[src/shared/fcg_pkg.sv]
// Purpose: constants and types for flash command gating
// Assumes: 100 MHz system clock
// Notes:   latency table values are plain defaults
`default_nettype none
package fcg_pkg;
   localparam int unsigned CLK_MHZ          = 100;
   localparam int unsigned POWERUP_DELAY_US = 300;
   localparam int unsigned POWERUP_CYCLES   = POWERUP_DELAY_US * CLK_MHZ;
   localparam int unsigned LAT_BIT_HI       = 7;
   localparam int unsigned LAT_BIT_LO       = 6;
   localparam int unsigned QUAD_BIT         = 1;
   localparam int unsigned PULSE_W          = 16;
   localparam logic [2:0]  BYTE_MASK        = 3'h7;

   // command classes decoded by the command parser outside
   typedef enum logic [2:0] {
      FCG_CMD_NONE  = 3'h0,
      FCG_CMD_READ  = 3'h1,
      FCG_CMD_QREAD = 3'h2,
      FCG_CMD_QPP   = 3'h3,
      FCG_CMD_DDRQ  = 3'h4,
      FCG_CMD_PROG  = 3'h5,
      FCG_CMD_ERASE = 3'h6,
      FCG_CMD_WRREG = 3'h7
   } fcg_cmd_t;

   typedef enum logic [1:0] {
      FCG_OFF     = 2'b00,
      FCG_POR     = 2'b01,
      FCG_STANDBY = 2'b11
   } fcg_state_t;

   typedef struct packed {
      logic [3:0] mode_cycles;
      logic [4:0] dummy_cycles;
   } fcg_lat_t;

   typedef struct packed {
      logic       valid;
      fcg_cmd_t   cmd;
   } fcg_req_t;
endpackage
`default_nettype wire

[src/verilog/fcg_gate.sv]
// Purpose: command acceptance and protection of a serial flash
// Assumes: chip select and serial clock are pins, synchronised here
// Notes:   supply monitors arrive as asynchronous level flags
`default_nettype none
// Behaviour
// latency code from configuration bits 7:6
// code sets mode and dummy cycles; here mode cycles come from the command only (0 for read, else 2)
// quad bit ignores hold/wp, allows quad
// ddr quad read only with quad set
// check pulses multiple of eight first; here checked for write commands only, reads execute at any count
// bad count command dropped, no error
// no commands during power-on initialisation
// ignore instructions until powerup delay ends
// host keeps deselected during powerup delay
// after delay, standby not deep power-down
// clear write enable latch at power-up end
// reset pin or command restarts initialisation
// ignore commands while under cut-off voltage
// at low supply treated as powered off
// count pulses over select low, check at rise
module fcg_gate #(
   parameter int unsigned POWERUP_CNT = fcg_pkg::POWERUP_CYCLES
) (
   input  wire logic               clk,
   input  wire logic               arst_n,
   input  wire logic               cs_n_pin,
   input  wire logic               sck_pin,
   input  wire logic               reset_n_pin,
   input  wire logic               sw_reset,
   input  wire logic               vcc_low,
   input  wire logic               vcc_cutoff,
   input  wire logic [7:0]         config_reg_first,
   input  wire fcg_pkg::fcg_req_t  req,
   input  wire logic               hold_n_pin,
   input  wire logic               wp_n_pin,
   output logic                    ready,
   output logic                    cmd_accept,
   output logic                    cmd_discard,
   output logic                    exec_strobe,
   output fcg_pkg::fcg_cmd_t       exec_cmd,
   output fcg_pkg::fcg_lat_t       lat,
   output logic                    hold_active,
   output logic                    wp_active,
   output logic                    deep_pd,
   output logic                    write_enable_latch_clr
);
   import fcg_pkg::*;

   // ==========================================================
   // synchronisers
   logic [1:0] cs_s_q, cs_s_d, sck_s_q, sck_s_d, rst_s_q, rst_s_d;
   logic [1:0] low_s_q, low_s_d, cut_s_q, cut_s_d;
   logic [1:0] hold_s_q, hold_s_d, wp_s_q, wp_s_d;
   logic       sck_prev_q, sck_prev_d, cs_prev_q, cs_prev_d;

   always_comb begin
      cs_s_d     = {cs_s_q[0], cs_n_pin};
      sck_s_d    = {sck_s_q[0], sck_pin};
      rst_s_d    = {rst_s_q[0], reset_n_pin};
      low_s_d    = {low_s_q[0], vcc_low};
      cut_s_d    = {cut_s_q[0], vcc_cutoff};
      hold_s_d   = {hold_s_q[0], hold_n_pin};
      wp_s_d     = {wp_s_q[0], wp_n_pin};
      sck_prev_d = sck_s_q[1];
      cs_prev_d  = cs_s_q[1];
   end

   always_ff @(posedge clk or negedge arst_n) begin
      if (!arst_n) begin
         cs_s_q     <= 2'h3;
         sck_s_q    <= 2'h0;
         rst_s_q    <= 2'h0;
         low_s_q    <= 2'h3;
         cut_s_q    <= 2'h3;
         hold_s_q   <= 2'h3;
         wp_s_q     <= 2'h3;
         sck_prev_q <= 1'b0;
         cs_prev_q  <= 1'b1;
      end else begin
         cs_s_q     <= cs_s_d;
         sck_s_q    <= sck_s_d;
         rst_s_q    <= rst_s_d;
         low_s_q    <= low_s_d;
         cut_s_q    <= cut_s_d;
         hold_s_q   <= hold_s_d;
         wp_s_q     <= wp_s_d;
         sck_prev_q <= sck_prev_d;
         cs_prev_q  <= cs_prev_d;
      end
   end

   // ==========================================================
   // power state
   function automatic fcg_lat_t lat_decode(input logic [1:0] code, input fcg_cmd_t c);
      fcg_lat_t r;
      r.mode_cycles  = (c == FCG_CMD_READ) ? 4'h0 : 4'h2;
      r.dummy_cycles = (c == FCG_CMD_DDRQ) ? 5'({3'h0, code} + 5'h4) : 5'({3'h0, code} + 5'h1);
      if (code == 2'h3 && c != FCG_CMD_DDRQ)
         r.dummy_cycles = 5'h0;
      return r;
   endfunction

   fcg_state_t st_q, st_d;
   logic [31:0] pu_q, pu_d;
   logic        wel_clr_q, wel_clr_d;
   logic        restart;

   always_comb begin
      restart   = !rst_s_q[1] || sw_reset;
      st_d      = st_q;
      pu_d      = pu_q;
      wel_clr_d = 1'b0;
      case (st_q)
         FCG_OFF: begin
            if (!low_s_q[1]) begin
               st_d = FCG_POR;
               pu_d = 32'h0;
            end
         end
         FCG_POR: begin
            if (pu_q >= POWERUP_CNT - 1) begin
               st_d      = FCG_STANDBY;
               wel_clr_d = 1'b1;
            end else begin
               pu_d = pu_q + 32'h1;
            end
         end
         FCG_STANDBY: st_d = FCG_STANDBY;
         default:     st_d = FCG_OFF;
      endcase
      if (restart && st_q != FCG_OFF) begin
         st_d = FCG_POR;
         pu_d = 32'h0;
      end
      if (low_s_q[1])
         st_d = FCG_OFF;
   end

   always_ff @(posedge clk or negedge arst_n) begin
      if (!arst_n) begin
         st_q      <= FCG_OFF;
         pu_q      <= 32'h0;
         wel_clr_q <= 1'b0;
      end else begin
         st_q      <= st_d;
         pu_q      <= pu_d;
         wel_clr_q <= wel_clr_d;
      end
   end

   // ==========================================================
   // command gating and pulse count
   logic [PULSE_W-1:0] cnt_q, cnt_d;
   fcg_cmd_t           pend_q, pend_d;
   logic               acc_q, acc_d, disc_q, disc_d, ex_q, ex_d;
   fcg_cmd_t           exc_q, exc_d;
   logic               quad, ok, is_write;

   always_comb begin
      quad     = config_reg_first[QUAD_BIT];
      ok       = st_q == FCG_STANDBY && !cut_s_q[1];
      is_write = pend_q inside {FCG_CMD_PROG, FCG_CMD_ERASE, FCG_CMD_WRREG, FCG_CMD_QPP};
      cnt_d    = cnt_q;
      pend_d   = pend_q;
      acc_d    = 1'b0;
      disc_d   = 1'b0;
      ex_d     = 1'b0;
      exc_d    = exc_q;
      if (cs_prev_q && !cs_s_q[1])
         cnt_d = '0;
      else if (!cs_s_q[1] && sck_s_q[1] && !sck_prev_q)
         cnt_d = cnt_q + PULSE_W'(1);
      if (req.valid && ok && !cs_s_q[1]) begin
         if ((req.cmd inside {FCG_CMD_QPP, FCG_CMD_QREAD} && !quad)
             || (req.cmd == FCG_CMD_DDRQ && !quad)) begin
            disc_d = 1'b1;
            pend_d = FCG_CMD_NONE;
         end else begin
            acc_d  = 1'b1;
            pend_d = req.cmd;
         end
      end
      if (!cs_prev_q && cs_s_q[1]) begin
         if (pend_q != FCG_CMD_NONE && ok) begin
            if (!is_write || (cnt_q[2:0] & BYTE_MASK) == 3'h0) begin
               ex_d  = 1'b1;
               exc_d = pend_q;
            end else begin
               disc_d = 1'b1;
            end
         end
         pend_d = FCG_CMD_NONE;
      end
      if (!ok)
         pend_d = FCG_CMD_NONE;
   end

   always_ff @(posedge clk or negedge arst_n) begin
      if (!arst_n) begin
         cnt_q  <= '0;
         pend_q <= FCG_CMD_NONE;
         acc_q  <= 1'b0;
         disc_q <= 1'b0;
         ex_q   <= 1'b0;
         exc_q  <= FCG_CMD_NONE;
      end else begin
         cnt_q  <= cnt_d;
         pend_q <= pend_d;
         acc_q  <= acc_d;
         disc_q <= disc_d;
         ex_q   <= ex_d;
         exc_q  <= exc_d;
      end
   end

   // ==========================================================
   // outputs
   fcg_lat_t lat_q, lat_d;
   logic     hold_q, hold_d, wp_q, wp_d;

   always_comb begin
      lat_d  = lat_decode(config_reg_first[LAT_BIT_HI:LAT_BIT_LO], pend_q);
      hold_d = !config_reg_first[QUAD_BIT] && !hold_s_q[1];
      wp_d   = !config_reg_first[QUAD_BIT] && !wp_s_q[1];
   end

   always_ff @(posedge clk or negedge arst_n) begin
      if (!arst_n) begin
         lat_q  <= '0;
         hold_q <= 1'b0;
         wp_q   <= 1'b0;
      end else begin
         lat_q  <= lat_d;
         hold_q <= hold_d;
         wp_q   <= wp_d;
      end
   end

   assign ready                  = ok;
   assign cmd_accept             = acc_q;
   assign cmd_discard            = disc_q;
   assign exec_strobe            = ex_q;
   assign exec_cmd               = exc_q;
   assign lat                    = lat_q;
   assign hold_active            = hold_q;
   assign wp_active              = wp_q;
   assign deep_pd                = 1'b0;
   assign write_enable_latch_clr = wel_clr_q;
endmodule
`default_nettype wire

[config.mk]
export PLATFORM = sky130hd
export DESIGN_NAME = fcg_gate
export DESIGN_NICKNAME = d
export VERILOG_FILES = /design/src/shared/fcg_pkg.sv /design/src/verilog/fcg_gate.sv
export SDC_FILE = /design/constraint.sdc
export NUM_CORES = 1
export LEC_CHECK = 0
export ABC_AREA = 0
export BUFFER_PORTS_ARGS = -buffer_cell sky130_fd_sc_hd__clkbuf_2
export CORE_MARGIN = 1.5
export CORE_UTILIZATION = 26
export DETAILED_ROUTE_END_ITERATION = 8
export GPL_ROUTABILITY_DRIVEN = 1
export GPL_TIMING_DRIVEN = 0
export PLACE_DENSITY = 0.41
export SYNTH_ARGS = -nofsm -noshare
export SYNTH_HDL_FRONTEND = slang
export SYNTH_SLANG_ARGS = --single-unit
[constraint.sdc]
create_clock -name clk -period 1.96 [get_ports clk]
set_input_delay 0.49 -clock clk [delete_from_list [all_inputs] [get_ports clk]]
set_output_delay 0.49 -clock clk [all_outputs]
set_load 0.01 [all_outputs]
==> metrics, run 1 <==
Register Area between 1500 and 2000 um2; Vias 2210; Post-Syn Area 2970 um2; Yosys cell types 46; CTS clk-pin slew, worst paths ~60 ps; Critical Path Fanout Max 6; Psw 0.7817 mW; Pwr Density 856.7 nW/um2; DR vias/cell 4.742; largest area contributor in the netlist dfrtp_1; WL/cell 14.58 um; DRC Markers 0; cell with the most instances after synthesis dfrtp_1; global-route wire length before repair 11050 um; fin. max-slew vios 0; Initial Util 27.04%; Sw Ratio roughly a quarter; total grt overflow 0; final period utilization 102.2%; Seq cells post-synth 69; worst-case vdd ir drop between 0.0003 and 0.0004 V; minimum clock period after layout ~2000 ps; Layout Utilization 35.62%; final hold vios 0; final setup violating endpoints 1; htree depth 3; clk root buf clkbuf_16; Fillers about 1.1k; final worst setup slack -42.22 ps; Post-Synthesis Cells 267; CP Class reg2reg; worst min path class in2async; CTS Hold Bufs 0; final antenna-violating net count 0; sequential area share after synthesis 58.59%; initial antenna violation count 0; chip height 109.9 um; worst path required time 2220 ps; Internal 2.570 mW; Max Cap Viol 0; RSZ-0062 raised after global routing yes; nets@finish ~350; cts bufs inserted 9; Die X-Extent 109.9 um; clk_lat worst skew 330 ps; syn avg cell area 11.12 um2; area of the multi-input gates 1318 um2; Worst setup EP type flop; CTS tree yes; WP data arrival roughly 2300 ps; GRT Total Usage 12.20%; Synth Warn # 0; synth-to-layout area growth 31.72%; starting DRC count in detailed routing 117; I/O pin count 42; main flop type after synthesis dfrtp_1; dpl ws -244.4 ps; startpoint types flop; area of the core 10980 um2; RePlAce Congestion roughly 0.73; violated checks negative setup slack; Antenna diodes 0; largest net degree at the start of global routing 54; Fmax 499.4 MHz; Sink Count a little under 70; top post-synthesis cells by area dfrtp_1 49%, dfstp_2 9.7%, nor2b_1 4.2%; Clock Path Buffers 2; PortBufs 30; vias in the first global route approximately 2.2k; sequential power share 44.7%; Synth async-reset ratio 100.0%; r2r worst-path depth 5; Synth top area share about 50%; Gate power share 5.6%; status finished with violations; post-place instance area 3344 um2; floorplan row count 38; die area between 10000 and 15000 um2; part of the power in the clock network 49.6%; Post-Route WL 6793 um; HPWL Detailed 4440 um; Post-synth EDFFs 0; Max Clock Skew 5.325 ps; proportion of layout cells with a drive suffix above 1 35.89%; Power Total 3.352 mW; number of detailed-route iterations in the first pass 4; Synth top cells by count 58 x dfrtp_1, 20 x nor2b_1, 19 x nand2_1; setup_tns -42.22 ps; design area roughly 3900 um2; Leak 1.756 nW
[metrics by stage]
stage,hold slack (ps),cells
after floorplan,194.4,272
after global placement,331.7,442
after detailed placement,340.1,443
after CTS,56.37,466
after global routing,63.34,466
final,62.15,466
[power by group through the flow]
stage / clock [mW] / combinational [mW] / sequential, mW
floorplan: 0 / 0.0909 / 1.52
global placement: 0 / 0.173 / 1.52
detailed placement: 0 / 0.181 / 1.52
CTS: 1.72 / 0.183 / 1.50
global route: 1.78 / 0.215 / 1.51
finish: 1.66 / 0.189 / 1.50
[layout make-up]
type	count	share of cell area, %
Inverter	9	0.8634
Sequential cell	69	44.52
Tap cell	140	4.477
Multi-Input combinational cell	179	33.67
Clock buffer	10	6.108
Clock inverter	6	1.791
Timing Repair Buffer	40	6.332
Buffer	13	2.239
[cell usage in the layout, fill, tap and decap left out, types with 2 or more instances in the layout]
| cell | n |
|---|---|
| o31ai_1 | 5 |
| and4_1 | 2 |
| inv_6 | 2 |
| nor3_2 | 3 |
| and3_1 | 6 |
| mux2i_1 | 4 |
| inv_1 | 8 |
| nand3b_1 | 2 |
| a22o_1 | 3 |
| clkinvlp_4 | 3 |
| nand4_1 | 4 |
| o311ai_4 | 2 |
| or2_2 | 7 |
| nand3_1 | 5 |
| dfrtp_1 | 57 |
| nor3_1 | 8 |
| ha_1 | 3 |
| nand2_1 | 18 |
| a31oi_1 | 5 |
| dfstp_2 | 11 |
| mux2_2 | 3 |
| nor2b_1 | 19 |
| nor4_2 | 4 |
| o22ai_1 | 3 |
| clkbuf_2 | 32 |
| nor2_1 | 15 |
| buf_4 | 16 |
| clkbuf_16 | 9 |
| o21ai_0 | 9 |
| a21oi_1 | 4 |
| nand2b_1 | 5 |
| conb_1 | 6 |
[registers in the layout (all words and copies together), names as in the netlist, 3 cells and up]
register	cells
pend_q	3
cnt_q	3
exec_cmd	3
pu_q	32
lat	4
[timing repair]
item                                    in CTS  in global routing
resized for setup                           15                 30
endpoints found under the setup margin      23                 27
buffers inserted                             8                  1
pin swaps                                    8                  2
[kinds of logic (layout without fill, tap and decap cells)]
group	after synthesis	in the layout	share of synthesized area (%)
other	1	6	0.1262
flip-flops	69	69	58.59
multiplexers	8	8	2.822
AND/OR/NAND/NOR	110	110	20.51
AO/OA/AOI/OAI	50	50	12.01
adder cells (fa/ha/maj)	5	5	2.022
buffers and inverters	24	78	3.917
[worst max-delay path, stage by stage, from the launching register on]
cell and delay (ps):
dfrtp_1 380, nor4_2 300, o211ai_1 200, o311a_4 390, or4_1 530, a21oi_2 130
[per-layer routing]
layer,track usage (%),up-vias,share of wire [%]
met5,0,-,0
met3,4.031,7,5.1
met4,4.453,0,1.0
li1,-,1059,-
met2,20.41,49,47
met1,14.54,1095,46
[path summary, 6_finish.rpt]
path,from,to,slack [ps]
max,pu_q[28],pu_q[3],-40
min,arst_n,cnt_q[0],60
max reg2reg,pu_q[28],pu_q[3],-40
min reg2reg,cut_s_q[0],cut_s_q[1],350
max in group asynchronous,arst_n,hold_s_q[1],1290
min in group clk,cs_n_pin,cs_s_q[0],240
Note: power is estimated with default switching activity, not from simulation.
==> run 2: changes to the inputs <==
- CTS_BUF_LIST: default -> sky130_fd_sc_hd__clkbuf_2 sky130_fd_sc_hd__clkbuf_4 sky130_fd_sc_hd__clkbuf_8
==> run 2 against run 1 <==
The run still ends with negative setup slack left. Global-route usage is 0.074 points lower. Critical path depth is the same. Flip-flop and latch count is the same. Via count is 1.0% lower. Clock power decreased by 27%. First-iteration DRC count is 13% lower. Die area stayed put. Register-to-register slack worse by 20 ps. Sequential power about the same. Total power is 14% lower. Sequential share of layout area increased by 0.93 points. Critical endpoint unchanged. Largest power group is now registers. Highest routed layer unchanged.
==> metrics, run 2 (synthesis gave the netlist of run 1 again) <==
violated checks negative setup slack; setup_tns -64.63 ps; DR vias/cell between 4 and 5; die area ~12000 um2; WP data arrival 2300 ps; startpoint types flop; largest net degree at the start of global routing 54; most frequent cells in the layout 57 x dfrtp_1, 32 x clkbuf_2, 19 x nor2b_1; CTS clk-pin slew, worst paths about 80 ps; final period utilization 103.3%; Antenna diodes 0; proportion of layout cells with a drive suffix above 1 35.45%; RSZ-0062 raised after global routing yes; WL/cell 14.31 um; design area 3832 um2; CP Class reg2reg; initial antenna violation count 0; Critical Path Fanout Max 5; vias in the first global route 2217; global-route wire length before repair approximately 11000 um; post-place instance area between 3000 and 4000 um2; fin. max-slew vios 0; Die X-Extent between 100 and 150 um; r2r worst-path depth 5; sequential power share about half; flop-to-flop setup slack -60 ps; Max Clock Skew 7.622 ps; Worst setup EP type flop; Fmax ~490 MHz; GRT Total Usage 12.12%; chip height 109.9 um; CTS Hold Bufs 0; Clock Path Buffers 2; Pwr Density 756.1 nW/um2; Fillers approximately 1.1k; Min Hold Slack 44.16 ps; final hold vios 0; area of the core roughly 11000 um2; Most flops, register pu_q; final setup violating endpoints 1; HPWL Detailed 4440 um; cts bufs inserted 9; final worst setup slack -64.63 ps; Internal 2.173 mW; worst min path class in2async; Gate power share 6.6%; Layout Utilization 34.89%; synth-to-layout area growth 29.02%; worst-case vdd ir drop 0.0004693 V; worst path required time 2230 ps; minimum clock period after layout around 2000 ps; Leak 1.721 nW; CTS tree yes; max reg flops 32; Sink Count 69; Sw Ratio 25.00%; floorplan row count 38; PortBufs 30; RePlAce Congestion 0.7299; clk_lat worst skew 340 ps; Power Total 2.898 mW; status finished with violations; starting DRC count in detailed routing 102; Vias 2188; total grt overflow 0; Psw 0.7245 mW; I/O pin count 42; commonest non-fill, non-tap cell in the layout dfrtp_1; Max Cap Viol 0; htree depth 3; part of the power in the clock network 41.8%; DRC Markers 0; number of detailed-route iterations in the first pass 4; clk root buf clkbuf_8; final antenna-violating net count 0; nets@finish roughly 350; Initial Util 27.04%; Post-Route WL a little under 7000 um
## run 2: changes by cell type in the layout (fill, tap and decap cells not counted), sizes merged
| cell | before | now |
|---|---|---|
| clkbuf | 44 | 45 |
| buf | 19 | 22 |
## run 2: worst paths after layout
check,startpoint,to
setup / recovery,pu_q[28],pu_q[3]
hold / removal,arst_n,cnt_q[0]
setup reg to reg,pu_q[28],pu_q[3]
hold reg to reg,cut_s_q[0],cut_s_q[1]
max in group asynchronous,arst_n,hold_s_q[1]
min in group clk,cs_n_pin,cs_s_q[0]
## run 2: timing repair
action,4_1_cts,5_1_grt
pin swaps,6,3
gates resized for setup,12,30
setup buffers,9,3
setup endpoints to repair,24,27
## run 2: power groups by stage
stage / Clock (mW) / Sequential (mW) / Combinational [mW]
floorplan: 0 / 1.52 / 0.0909
global placement: 0 / 1.52 / 0.173
detailed placement: 0 / 1.52 / 0.181
CTS: 1.26 / 1.50 / 0.184
global route: 1.32 / 1.50 / 0.219
finish: 1.21 / 1.49 / 0.192
## run 2: metrics by stage
| step | instances | setup WS [ps] |
|---|---|---|
| floorplan | 272 | 29.90 |
| global placement | 442 | -279.4 |
| detailed placement | 443 | -244.4 |
| CTS | 467 | -53.49 |
| global route | 470 | -129.4 |
| finish | 470 | -64.63 |
## run 2: final cells by class
cell class	instances	area, um2	share of cell area [%]
clock buffer	10	137.6	3.591
sequential	69	1742	45.45
timing repair buffer	43	282.8	7.378
multi-input combinational	179	1300	33.92
tap	140	175.2	4.571
buffer	14	91.34	2.383
clock inverter	6	70.07	1.828
inverter	9	33.78	0.8815
## run 2: metal layers
| layer | vias to the layer above | global-route usage [%] | wire length, um |
|---|---|---|---|
| met1 | 1080 | 14.40 | 3182 |
| met3 | 5 | 4.031 | 290 |
| met4 | 0 | 3.618 | 68 |
| li1 | 1064 | - | - |
| met2 | 39 | 20.72 | 3183 |
| met5 | - | 0 | 0 |
## run 2: worst max-delay path: stages (launching register included)
cell	delay, ps
dfrtp_1	390
nor4_2	300
o211ai_1	210
o311a_4	390
or4_1	530
a21oi_2	150
==> run 3: changes to the inputs <==
- PLACE_DENSITY: 0.41 -> 0.44
==> run 3 against run 2 <==
The run still ends with negative setup slack left. Wire length down 2.8%. Global-route usage fell by 0.13 points. Combinational power about the same. First-iteration DRC count unchanged. Flip-flop and latch count unchanged. Setup slack better by 29 ps. Critical path type unchanged. Clock power grew 7%. Total power increased by 2.9%. Final cell count shrank 1.1%. Utilization increased by 0.42 points. Design area is 1.2% higher. Register-to-register slack improved by 30 ps.
==> metrics, run 3 (synthesis gave the netlist of run 1 again) <==
fin. max-slew vios 0; cts bufs inserted 9; DP Cell Count 443; Most flops, register pu_q; Slew @ Worst Pin 538.6 ps; Crit path depth 5; clk_lat worst skew 340 ps; final period utilization 101.8%; startpoint types flop; DR vias/cell 4.720; Max Cap Viol 0; worst path bufs/invs 0; nets@finish 346; post-place instance area 3344 um2; final hold vios 0; final worst setup slack -35.63 ps; worst-case vdd ir drop 0.0002926 V; chip height approximately 110 um; CP Cell Sequence nor4_2 -> o211ai_1 -> o311a_4 -> or4_1 -> a21oi_1; DRC Markers 0; RePlAce Congestion between 0.8 and 0.9; area of the core 10980 um2; max reg flops 32; final antenna-violating net count 0; Max Clock Skew 7.490 ps; Post-Route WL roughly 6500 um; Worst setup EP type flop; htree depth 3; r2r worst-path depth 5; commonest non-fill, non-tap cell in the layout dfrtp_1; largest net degree at the start of global routing roughly 50; Crit path max-delay family compound AO/OA/AOI/OAI gates; Pwr Density 769.0 nW/um2; PortBufs 30; proportion of layout cells with a drive suffix above 1 36.00%; worst min path class in2async; dpl ws -195.3 ps; most frequent cells in the layout 57 x dfrtp_1, 30 x clkbuf_2, 19 x nor2b_1; synth-to-layout area growth 30.58%; global-route wire length before repair 10940 um; Vias 2195; Critical Path Fanout Max 7; Clock Path Buffers 2; Max-slew headroom 64.02%; Leak 1.703 nW; Antenna diodes 0; Finished Layout Cells between 400 and 500; Power Total 2.983 mW; RSZ-0062 raised after global routing yes; WL/cell 14.06 um; CP max stage delay 470 ps; HPWL Detailed 4264 um; Die X-Extent 109.9 um; flop-to-flop setup slack -40 ps; initial antenna violation count 0; slowest stage cell on the critical path o311a_4; CTS tree yes; Sink Count ~70; Initial Util 27.04%; total grt overflow 0; die area 12070 um2; design area 3879 um2; violated checks negative setup slack; minimum clock period after layout 1996 ps; floorplan row count 38; WP data arrival ~2300 ps; vias in the first global route 2144; status finished with violations; CP Class reg2reg; setup_tns -42.63 ps; CTS Hold Bufs 0; Fmax 501.1 MHz; clk root buf clkbuf_8; CTS clk-pin slew, worst paths 80 ps; I/O pin count between 40 and 50; GRT Total Usage between 10% and 20%; number of detailed-route iterations in the first pass 4; worst path required time 2230 ps; final setup violating endpoints 2; starting DRC count in detailed routing 102
run 3: cell count changes in the layout (fill, tap and decap cells not counted), sizes merged:
cell,before,now
clkinvlp,3,2
buf,22,18
bufinv,1,2
clkbuf,45,43
clkinv,0,1
run 3: worst paths after layout:
check / from / to
max: pu_q[24] / pu_q[3]
max in group asynchronous: arst_n / hold_s_q[1]
max reg2reg: pu_q[24] / pu_q[3]
min reg2reg: sck_s_q[0] / sck_s_q[1]
min: arst_n / sck_s_q[1]
min in group clk: hold_n_pin / hold_s_q[0]
run 3: per-layer routing:
metal  share of wire (%)  wire length [um]  global-route usage, %
met3                 4.5               294                  2.905
met4                0.98                64                  5.009
met1                  48              3132                  15.95
met2                  47              3043                  18.59
met5                   0                 0                      0
run 3: where the power goes:
part / internal, mW / switching, mW / leakage [nW]
registers: 1.47 / 0.0299 / 0.898
logic: 0.0725 / 0.117 / 0.698
clock network: 0.723 / 0.572 / 0.106
run 3: worst reg2reg max path: stages, from the launching register on:
cell	delay [ps]
dfrtp_1	390
nor4_2	280
o211ai_1	220
o311a_4	480
or4_1	430
a21oi_1	130
run 3: timing repair:
action                                  CTS  global route
cloned                                    0             1
endpoints found under the setup margin   27            16
buffers inserted                          4             3
pin swaps                                 8            14
resized for setup                        18            38
run 3: area by class of cell:
| type | count | area, um2 |
|---|---|---|
| clock buffer | 9 | 123.9 |
| sequential | 69 | 1742 |
| buffer | 13 | 102.6 |
| inverter | 9 | 33.78 |
| multi-input combinational | 179 | 1343 |
| clock inverter | 7 | 97.59 |
| tap | 140 | 175.2 |
| timing repair buffer | 39 | 261.5 |
| fill | 1092 | 7104 |
run 3: through the flow:
stage	utilization, %	hold WS, ps
after CTS	33.44	62.68
after detailed placement	30.45	334.7
after floorplan	-	194.4
after global routing	35.32	74.75
after global placement	30.18	333.8
final	35.32	72.10
